[config.mk]
export PLATFORM = sky130hd
export DESIGN_NAME = pbc_control
export DESIGN_NICKNAME = d
export VERILOG_FILES = /design/src/pbc_col_test.v /design/src/pbc_control.v
export VERILOG_INCLUDE_DIRS = /design/src /design/src/src
export SDC_FILE = /design/constraint.sdc
export NUM_CORES = 1
export LEC_CHECK = 0
export BUFFER_PORTS_ARGS = -buffer_cell sky130_fd_sc_hd__buf_2
export CORE_ASPECT_RATIO = 1.5
export CORE_MARGIN = 3
export CORE_UTILIZATION = 40
export DETAILED_ROUTE_END_ITERATION = 10
export PLACE_DENSITY = 0.89
export SKIP_CTS_REPAIR_TIMING = 1
export SYNTH_ARGS = -nofsm -noshare
export SYNTH_HDL_FRONTEND = slang
export SYNTH_SLANG_ARGS = --single-unit
[constraint.sdc]
create_clock -name clk -period 2.96 [get_ports clk]
set_input_delay 0.296 -clock clk [delete_from_list [all_inputs] [get_ports clk]]
set_output_delay 0.296 -clock clk [all_outputs]
set_load 0.05 [all_outputs]
[src/pbc_defines.vh]
/*
  constants for the lower half of the basic control register:
  offsets, field positions, reset values and collision test timing.
  assumes the includer uses 16-bit register data and a 25 MHz clock.
*/
`ifndef PBC_DEFINES_VH
`define PBC_DEFINES_VH

`define PBC_ADDR_W 5
`define PBC_DATA_W 16
`define PBC_ADDR_CONTROL 5'h00

`define PBC_BIT_ANEG_EN 12
`define PBC_BIT_POWER_DOWN 11
`define PBC_BIT_ISOLATE 10
`define PBC_BIT_ANEG_RESTART 9
`define PBC_BIT_DUPLEX 8
`define PBC_BIT_COL_TEST 7
`define PBC_BIT_SPEED 13
`define PBC_UPPER_LSB 12
`define PBC_UPPER_MSB 15

`define PBC_RST_POWER_DOWN 1'b0
`define PBC_RST_ISOLATE 1'b0
`define PBC_RST_ANEG_RESTART 1'b0
`define PBC_RST_DUPLEX 1'b0
`define PBC_RST_COL_TEST 1'b0
`define PBC_RST_RDATA 16'h0000
`define PBC_RESERVED_LOW 7'h00
`define PBC_NIB_W 4
`define PBC_NIB_IDLE 4'h0
`define PBC_RST_OUT 1'b0
`define PBC_RST_OE_N 1'b1

// timing in ns and bit times; counts are derived from these
`define PBC_CLK_NS 40
`define PBC_BIT_NS_FAST 10
`define PBC_COL_ON_BITS 512
`define PBC_COL_OFF_BITS 4
`define PBC_COL_ON_MAX_CYC ((`PBC_COL_ON_BITS * `PBC_BIT_NS_FAST) / `PBC_CLK_NS)
`define PBC_COL_OFF_MAX_CYC ((`PBC_COL_OFF_BITS * `PBC_BIT_NS_FAST) / `PBC_CLK_NS)

`endif

[src/pbc_col_test.v]
/*
  collision test: drives a collision indication from the transmit enable.
  assumes tx_en is synchronous to the caller's clock, and that the caller
  registers the result once on its way to the mac pins.
*/
`timescale 1ns/1ns
`include "pbc_defines.vh"

module pbc_col_test
(
  // control
  input wire enable,
  input wire tx_en,
  // result
  output reg col
);

  // left unregistered: a second flop would take 8 bit times at 100 Mb/s
  // against a limit of 4, so the caller's output flop is the only stage
  always @*
  begin
    col = enable & tx_en;
  end

endmodule

[src/pbc_control.v]
/*
  lower half of the basic control register of a 10/100 transceiver,
  plus the gating that power down and isolate apply to the mac side.
  assumes a management frame decoder delivers address, data and a
  one-cycle write strobe on clk, and that the negotiation engine,
  speed logic and upper control bits live outside.
*/
// Operation
// power down shuts all transceiver functions off while the register block keeps working.
// isolate at bit 10, reset 0, cuts the port from the mac side but leaves management alive.
// writing 1 to bit 9 restarts negotiation; it reads 1 until negotiation starts, then clears.
// a write of 1 to the restart bit is ignored while negotiation enable (bit 12) is 0.
// a write of 0 to the restart bit does not disturb negotiation already under way.
// bit 8 picks forced duplex with negotiation off: 1 full, 0 half.
// with collision test (bit 7, reset 0) set, col rises within 512 bit times of tx_en.
// in collision test, col falls within 4 bit times after tx_en falls.
// bits 6 to 0 ignore writes and read as zero.
// while negotiation is enabled the forced duplex and speed bits are not applied.
// while isolated the receive outputs are inactive and undriven and tx inputs are ignored.
`timescale 1ns/1ns
`include "pbc_defines.vh"

module pbc_control
(
  // clock and reset
  input wire clk,
  input wire arst_n,
  // management register access
  input wire [`PBC_ADDR_W-1:0] reg_addr,
  input wire [`PBC_DATA_W-1:0] reg_wdata,
  input wire reg_wr,
  output reg [`PBC_DATA_W-1:0] reg_rdata_q,
  // upper control bits, held outside (15:12)
  input wire [3:0] ctrl_upper,
  // negotiation engine
  input wire aneg_started,
  output reg aneg_restart_q,
  output reg duplex_full_q,
  output reg speed_100_q,
  // core enable
  output reg core_enable_q,
  // mac-side transmit inputs
  input wire mii_tx_en,
  input wire mii_tx_er,
  input wire [3:0] mii_txd,
  // transmit toward core
  output reg core_tx_en_q,
  output reg core_tx_er_q,
  output reg [3:0] core_txd_q,
  // receive from core
  input wire core_rx_dv,
  input wire core_rx_er,
  input wire core_crs,
  input wire core_col,
  input wire [3:0] core_rxd,
  // negotiated results from engine
  input wire aneg_duplex_full,
  input wire aneg_speed_100,
  // mac-side receive outputs
  output reg mii_rx_dv_q,
  output reg mii_rx_er_q,
  output reg mii_crs_q,
  output reg mii_col_q,
  output reg [3:0] mii_rxd_q,
  output reg mii_rx_oe_n_q
);

  reg power_down_q;
  reg isolate_q;
  reg duplex_q;
  reg col_test_q;
  reg aneg_restart_d;
  wire ctrl_wr;
  wire aneg_en;
  wire forced_speed;
  wire mac_live;
  wire test_col;
  wire [`PBC_DATA_W-1:0] ctrl_view;

  // single mapped address, shared by the write and the read decode
  function is_ctrl_addr;
    input [`PBC_ADDR_W-1:0] addr;
    begin
      is_ctrl_addr = (addr == `PBC_ADDR_CONTROL);
    end
  endfunction

  // mac-side gates: power down and isolate both force idle levels
  function gate_bit;
    input live;
    input bit_in;
    begin
      gate_bit = live & bit_in;
    end
  endfunction

  function [`PBC_NIB_W-1:0] gate_nib;
    input live;
    input [`PBC_NIB_W-1:0] nib_in;
    begin
      gate_nib = live ? nib_in : `PBC_NIB_IDLE;
    end
  endfunction

  assign ctrl_wr = reg_wr && is_ctrl_addr(reg_addr);
  assign aneg_en = ctrl_upper[`PBC_BIT_ANEG_EN-`PBC_UPPER_LSB];
  assign forced_speed = ctrl_upper[`PBC_BIT_SPEED-`PBC_UPPER_LSB];
  assign mac_live = !isolate_q && !power_down_q;

  assign ctrl_view = {ctrl_upper, power_down_q, isolate_q, aneg_restart_q, duplex_q,
                      col_test_q, `PBC_RESERVED_LOW};

  // restart request: a new write of 1 beats the engine's start, so none is lost
  always @*
  begin
    aneg_restart_d = aneg_restart_q;
    if (!aneg_en)
      aneg_restart_d = 1'b0;
    else if (ctrl_wr && reg_wdata[`PBC_BIT_ANEG_RESTART])
      aneg_restart_d = 1'b1;
    else if (aneg_started)
      aneg_restart_d = 1'b0;
    // a written 0 never lands here, so running negotiation is untouched
  end

  // control bits
  always @(posedge clk or negedge arst_n)
  begin
    if (!arst_n)
    begin
      power_down_q <= `PBC_RST_POWER_DOWN;
      isolate_q <= `PBC_RST_ISOLATE;
      duplex_q <= `PBC_RST_DUPLEX;
      col_test_q <= `PBC_RST_COL_TEST;
      aneg_restart_q <= `PBC_RST_ANEG_RESTART;
    end
    else
    begin
      aneg_restart_q <= aneg_restart_d;
      if (ctrl_wr)
      begin
        power_down_q <= reg_wdata[`PBC_BIT_POWER_DOWN];
        isolate_q <= reg_wdata[`PBC_BIT_ISOLATE];
        duplex_q <= reg_wdata[`PBC_BIT_DUPLEX];
        col_test_q <= reg_wdata[`PBC_BIT_COL_TEST];
      end
    end
  end

  // read data follows the address every cycle; unmapped reads give zero
  always @(posedge clk or negedge arst_n)
  begin
    if (!arst_n)
      reg_rdata_q <= `PBC_RST_RDATA;
    else if (is_ctrl_addr(reg_addr))
      reg_rdata_q <= ctrl_view;
    else
      reg_rdata_q <= `PBC_RST_RDATA;
  end

  // effective mode: forced bits only count with negotiation off
  always @(posedge clk or negedge arst_n)
  begin
    if (!arst_n)
    begin
      duplex_full_q <= `PBC_RST_OUT;
      speed_100_q <= `PBC_RST_OUT;
      core_enable_q <= `PBC_RST_OUT;
    end
    else
    begin
      duplex_full_q <= aneg_en ? aneg_duplex_full : duplex_q;
      speed_100_q <= aneg_en ? aneg_speed_100 : forced_speed;
      core_enable_q <= !power_down_q;
    end
  end

  // collision test runs on the raw tx enable; gating happens at the mac pins
  pbc_col_test u_col_test
  (
    .enable(col_test_q),
    .tx_en(mii_tx_en),
    .col(test_col)
  );

  // transmit toward core; a dead mac side must not start a frame
  always @(posedge clk or negedge arst_n)
  begin
    if (!arst_n)
    begin
      core_tx_en_q <= `PBC_RST_OUT;
      core_tx_er_q <= `PBC_RST_OUT;
      core_txd_q <= `PBC_NIB_IDLE;
    end
    else
    begin
      core_tx_en_q <= gate_bit(mac_live, mii_tx_en);
      core_tx_er_q <= gate_bit(mac_live, mii_tx_er);
      core_txd_q <= gate_nib(mac_live, mii_txd);
    end
  end

  // mac-side receive; outputs are zeroed on power down or isolate and released on isolate, so a
  // floating bus never shows stale frame data
  always @(posedge clk or negedge arst_n)
  begin
    if (!arst_n)
    begin
      mii_rx_dv_q <= `PBC_RST_OUT;
      mii_rx_er_q <= `PBC_RST_OUT;
      mii_crs_q <= `PBC_RST_OUT;
      mii_col_q <= `PBC_RST_OUT;
      mii_rxd_q <= `PBC_NIB_IDLE;
      mii_rx_oe_n_q <= `PBC_RST_OE_N;
    end
    else
    begin
      mii_rx_dv_q <= gate_bit(mac_live, core_rx_dv & !col_test_q);
      mii_rx_er_q <= gate_bit(mac_live, core_rx_er);
      mii_crs_q <= gate_bit(mac_live, core_crs);
      // one flop from tx_en keeps col inside 4 bit times of its fall
      mii_col_q <= gate_bit(mac_live, col_test_q ? test_col : core_col);
      mii_rxd_q <= gate_nib(mac_live, core_rxd);
      mii_rx_oe_n_q <= isolate_q;
    end
  end

endmodule

# Yosys cells after proc, flatten, opt, wreduce, memory -nomap -nowiden
# Index checks and enable logic that the tools add are counted.
# classes
eq_ne,1
n_mux,9
n_bitwise,8
n_reduce_logical,7
# op_table
cell,n
$mux 16,1
$and 1x1->1,8
$mux 4,2
$mux 1,6
$logic_not 5->1,1
$logic_and 1x1->1,3
$logic_not 1->1,3
$ne 3x1->1 const B,1
# word_totals
regBits,39
in_bits,45
wordCells,43

# Depth between registers and ports, before layout
# logic_depth
depth_word,5
mapped_depth,4

# Modules after synthesis
# A second synthesis with hierarchy kept.
# hier_totals
hier_cells,81
hier_area_um2,1168.6
# by_module_without_submodules
module,instances,cells_each,area_per_inst_um2,seq_area_each_um2
pbc_control,1,80,1162.4,802.0
pbc_col_test,1,1,6.3,0.0

# Worst setup path before layout
# No wires, ideal clock.
# synth_timing
path_kind,input-to-reg
from,input reg_addr[1]
to,register col_test_q
setup_time_ns,0.125
arrival_time_ns,1.606
required_time_ns,2.835
path_slack_ns,1.229
stages,4
n_path_buf,1
cell_sequence,or3_4 or4b_4 buf_6 mux2_4
# synth_between
elab_chain_len,2
# synth_rtl
element,line_no,text
start: declaration,pbc_control.v:29,"input wire [`PBC_ADDR_W-1:0] reg_addr,"
$logic_not 5->1 (no source line),--,
$logic_and 1x1->1,pbc_control.v:105,assign ctrl_wr = reg_wr && is_ctrl_addr(reg_addr);
end signal: assignment,pbc_control.v:134,col_test_q <= `PBC_RST_COL_TEST;
end signal: assignment,pbc_control.v:145,col_test_q <= reg_wdata[`PBC_BIT_COL_TEST];
end: declaration,pbc_control.v:71,reg col_test_q;
# No other way between the ends.
# A chain may end at the register's enable or synchronous reset.

# Worst setup path in the final report
# layout_timing
from,input reg_addr[1]
to,register duplex_q
# layout_between
elab_chain_len,2
# layout_rtl
element,line_no,text
$logic_not 5->1 (no source line),--,
$logic_and 1x1->1,pbc_control.v:105,
end signal: assignment,pbc_control.v:133,duplex_q <= `PBC_RST_DUPLEX;
end signal: assignment,pbc_control.v:144,duplex_q <= reg_wdata[`PBC_BIT_DUPLEX];
end: declaration,pbc_control.v:70,reg duplex_q;
# No other way between the ends.

==> run_summary.xml <==
<?xml version="1.0" encoding="UTF-8"?>
<metrics>
  <group name="cells_and_area">
    <metric name="post_route_cells_drive_above_1_share" unit="%">53.1</metric>
    <metric name="layout.cells.most_common" unit="">sky130_fd_sc_hd__buf_2</metric>
    <metric name="multi_input_comb_area" unit="sq um">312</metric>
    <metric name="fin_util" unit="%">57.3</metric>
    <metric name="insertedDiodeCount" unit="">0</metric>
    <metric name="layout-area-overhead-vs-synth" unit="%">34.7</metric>
    <metric name="final_cell_mix" unit="">sky130_fd_sc_hd__buf_2 (61), sky130_fd_sc_hd__dfrtp_1 (31), sky130_fd_sc_hd__and2_1 (20)</metric>
    <metric name="fillerInstances" unit="">228</metric>
    <metric name="nNetsFinal" unit="">190</metric>
    <metric name="storage_element_area" unit="sq um">802</metric>
  </group>
  <group name="timing">
    <metric name="setup_viol" unit="">0</metric>
    <metric name="timing_max_transition_violations_final" unit="">0</metric>
    <metric name="unrepaired_setup_endpoints_after_global_routing" unit="">false</metric>
    <metric name="tightest_slew_margin_relative_to_the_limit" unit="%">53.9</metric>
    <metric name="hold-worst-slack" unit="ns">0.0483</metric>
    <metric name="achievable-frequency" unit="GHz">0.659</metric>
    <metric name="final.setup_skew" unit="ns">0.00619</metric>
    <metric name="clock_period_minus_worst_slack" unit="ns">1.52</metric>
    <metric name="period_share" unit="%">51.3</metric>
    <metric name="tightest_slew" unit="ns">0.686</metric>
    <metric name="hold_viol" unit="">0</metric>
    <metric name="tns" unit="ns">0</metric>
  </group>
  <group name="worst_setup_path">
    <metric name="path_class" unit="">in2reg</metric>
    <metric name="critPathArrivalTime" unit="ns">1.68</metric>
    <metric name="timing.rr.start" unit="">power_down_q$_DFFE_PN0P_</metric>
    <metric name="worst-path-max-fanout" unit="">5</metric>
    <metric name="critical_path_required" unit="ns">3.12</metric>
    <metric name="worst-r2r-setup-slack" unit="ns">1.79</metric>
    <metric name="critPathCaptureType" unit="">flip-flop</metric>
    <metric name="worst_setup_path_startpoint" unit="">reg_addr[1]</metric>
    <metric name="start_kind" unit="">input port</metric>
  </group>
  <group name="cts">
    <metric name="numCtsBuffers" unit="">5</metric>
    <metric name="clock_path_buffers" unit="">2</metric>
    <metric name="cts_sinks" unit="">32</metric>
    <metric name="cts.htree.levels" unit="">2</metric>
    <metric name="tritoncts_clock_tree" unit="">yes</metric>
    <metric name="clk_root_buffer_cell" unit="">sky130_fd_sc_hd__clkbuf_8</metric>
    <metric name="path_clk_slew" unit="ns">0.06</metric>
    <metric name="worstSkewPairLatency" unit="ns">0.27</metric>
  </group>
  <group name="route">
    <metric name="drt-initial-drc-count" unit="">12</metric>
    <metric name="finalWirelength" unit="microns">2210</metric>
    <metric name="detail_route.first_pass.iterations" unit="">4</metric>
    <metric name="detail_route.wl_per_cell" unit="microns">12.1</metric>
    <metric name="vias_per_cell" unit="">4.35</metric>
    <metric name="dr_total_vias" unit="">792</metric>
    <metric name="drtAntennaViolNets" unit="">0</metric>
    <metric name="route.detailed.drc" unit="">0</metric>
  </group>
  <group name="floorplanning">
    <metric name="starting_utilization_of_the_core_area" unit="%">42.5</metric>
    <metric name="design.portCount" unit="">80</metric>
    <metric name="die_height" unit="microns">72.0</metric>
    <metric name="fp-row-count" unit="">23</metric>
    <metric name="die_w" unit="microns">50.0</metric>
    <metric name="dieArea" unit="sq um">3600</metric>
    <metric name="core_area" unit="sq um">2730</metric>
  </group>
  <group name="global_route">
    <metric name="number_of_global_route_vias_before_repair" unit="">773</metric>
    <metric name="grt_first_pass_wirelength" unit="microns">3480</metric>
    <metric name="grt.overflow.total" unit="">0</metric>
    <metric name="grt_max_degree" unit="">33</metric>
    <metric name="number_of_antenna_violations_at_the_first_check_in_global_routing" unit="">0</metric>
    <metric name="global_route_usage_sum" unit="%">13.9</metric>
  </group>
  <group name="flow_run">
    <metric name="max_cap_check_violation_count" unit="">0</metric>
  </group>
  <group name="yosys">
    <metric name="yosys_warning_count" unit="">0</metric>
    <metric name="syn_area" unit="sq um">1160</metric>
    <metric name="synth_cells" unit="">80</metric>
    <metric name="ys_seq_area_share" unit="%">69.0</metric>
    <metric name="netlist-cell-type-count" unit="">19</metric>
    <metric name="postSynthRegisterBits" unit="">32</metric>
    <metric name="syn-mean-instance-area" unit="sq um">14.5</metric>
  </group>
  <group name="placed_design">
    <metric name="routabilityCongestion" unit="">0.678</metric>
    <metric name="port_buffers" unit="">61</metric>
  </group>
  <group name="min_path">
    <metric name="hold_path.class" unit="">in2async</metric>
  </group>
  <group name="power_and_ir_drop">
    <metric name="power.density" unit="nW/um^2">745</metric>
    <metric name="static-leakage-power" unit="nW">0.880</metric>
    <metric name="vdd.ir_drop.worst" unit="uV">336</metric>
  </group>
  <group name="run_status">
    <metric name="status" unit="">complete, no violations</metric>
  </group>
</metrics>
==> through the flow <==
stage | instances | power, mW | setup WS (ns) | instance area [sq um]
after CTS | 182 | 1.18 | 1.44 | 1570
after global routing | 182 | 1.22 | 1.43 | 1570
after floorplan | 86 | 0.754 | 1.23 | 1180
after detailed placement | 175 | 0.832 | 1.15 | 1470
final | 182 | 1.17 | 1.44 | 1570
after global placement | 175 | 0.823 | 1.16 | 1470
==> sequential cells by signal (all words and copies together), names as in the netlist <==
register and cells:
power_down_q 1, aneg_restart_q 1, mii_rx_er_q 1, core_tx_er_q 1, isolate_q 1, speed_100_q 1, col_test_q 1, core_enable_q 1
mii_rx_dv_q 1, mii_crs_q 1, mii_rx_oe_n_q 1, core_tx_en_q 1, reg_rdata_q 9, duplex_q 1, duplex_full_q 1, mii_col_q 1
mii_rxd_q 4, core_txd_q 4
==> worst paths after layout <==
path | endpoint | depth (start not counted)
setup / recovery | duplex_q$_DFFE_PN0P_ | 4
hold / removal | aneg_restart_q$_DFFE_PN0P_ | 1
setup reg to reg | core_tx_en_q$_DFF_PN0_ | 2
hold reg to reg | mii_rx_oe_n_q$_DFF_PN1_ | 0
max in group asynchronous | mii_rxd_q[2]$_DFF_PN0_ | 1
min in group clk | aneg_restart_q$_DFFE_PN0P_ | 2
==> per-layer routing <==
layer	track usage (%)	up-vias	wire length (microns)
met5	0	-	0
met4	10.2	0	61
met3	5.75	5	243
met2	23.0	60	1070
met1	13.6	355	835
li1	-	372	-
==> cells by family after synthesis <==
kind of cell / synth area share, %
muxes: 7.97
buffers and inverters: 6.13
other: 0.323
and+or+nand+nor: 16.0
AOI/OAI and AO/OA: 0.539
DFF: 69.0
==> synthesized netlist by cell type <==
cell                       number  area [sq um]
sky130_fd_sc_hd__inv_1          1          3.75
sky130_fd_sc_hd__or4b_4         1          13.8
sky130_fd_sc_hd__nand2_1        2          7.51
sky130_fd_sc_hd__buf_4          7          52.6
sky130_fd_sc_hd__nor4_1         1          6.26
sky130_fd_sc_hd__o22ai_1        1          6.26
sky130_fd_sc_hd__dfrtp_1       31           776
sky130_fd_sc_hd__dfstp_2        1          26.3
sky130_fd_sc_hd__conb_1         1          3.75
sky130_fd_sc_hd__clkbuf_1       1          3.75
sky130_fd_sc_hd__nor4b_1        1          8.76
sky130_fd_sc_hd__and2_1        20           125
sky130_fd_sc_hd__buf_6          1          11.3
sky130_fd_sc_hd__mux2_2         2          22.5
sky130_fd_sc_hd__nor3_1         2          10.0
sky130_fd_sc_hd__mux2_4         4          60.1
sky130_fd_sc_hd__nor2_1         1          3.75
sky130_fd_sc_hd__or3_4          1          11.3
sky130_fd_sc_hd__mux2i_1        1          10.0
==> layout make-up <==
| type | count | area share (%) |
|---|---|---|
| Clock buffer | 7 | 6.16 |
| Inverter | 1 | 0.240 |
| Multi-Input combinational cell | 44 | 19.9 |
| Sequential cell | 32 | 51.2 |
| Tap cell | 37 | 2.96 |
| Timing Repair Buffer | 61 | 19.5 |
==> where the power goes <==
| part | switching [mW] | leakage, nW | internal [mW] |
|---|---|---|---|
| registers | 0.0214 | 0.415 | 0.491 |
| clock network | 0.138 | 0.0503 | 0.207 |
| logic | 0.228 | 0.415 | 0.0803 |
==> critical path, cell delays in order <==
cell,delay (ns)
sky130_fd_sc_hd__buf_2,0.09
sky130_fd_sc_hd__or3_4,0.38
sky130_fd_sc_hd__or4b_4,0.58
sky130_fd_sc_hd__mux2_4,0.32
Power figures use the tool's default switching activity.
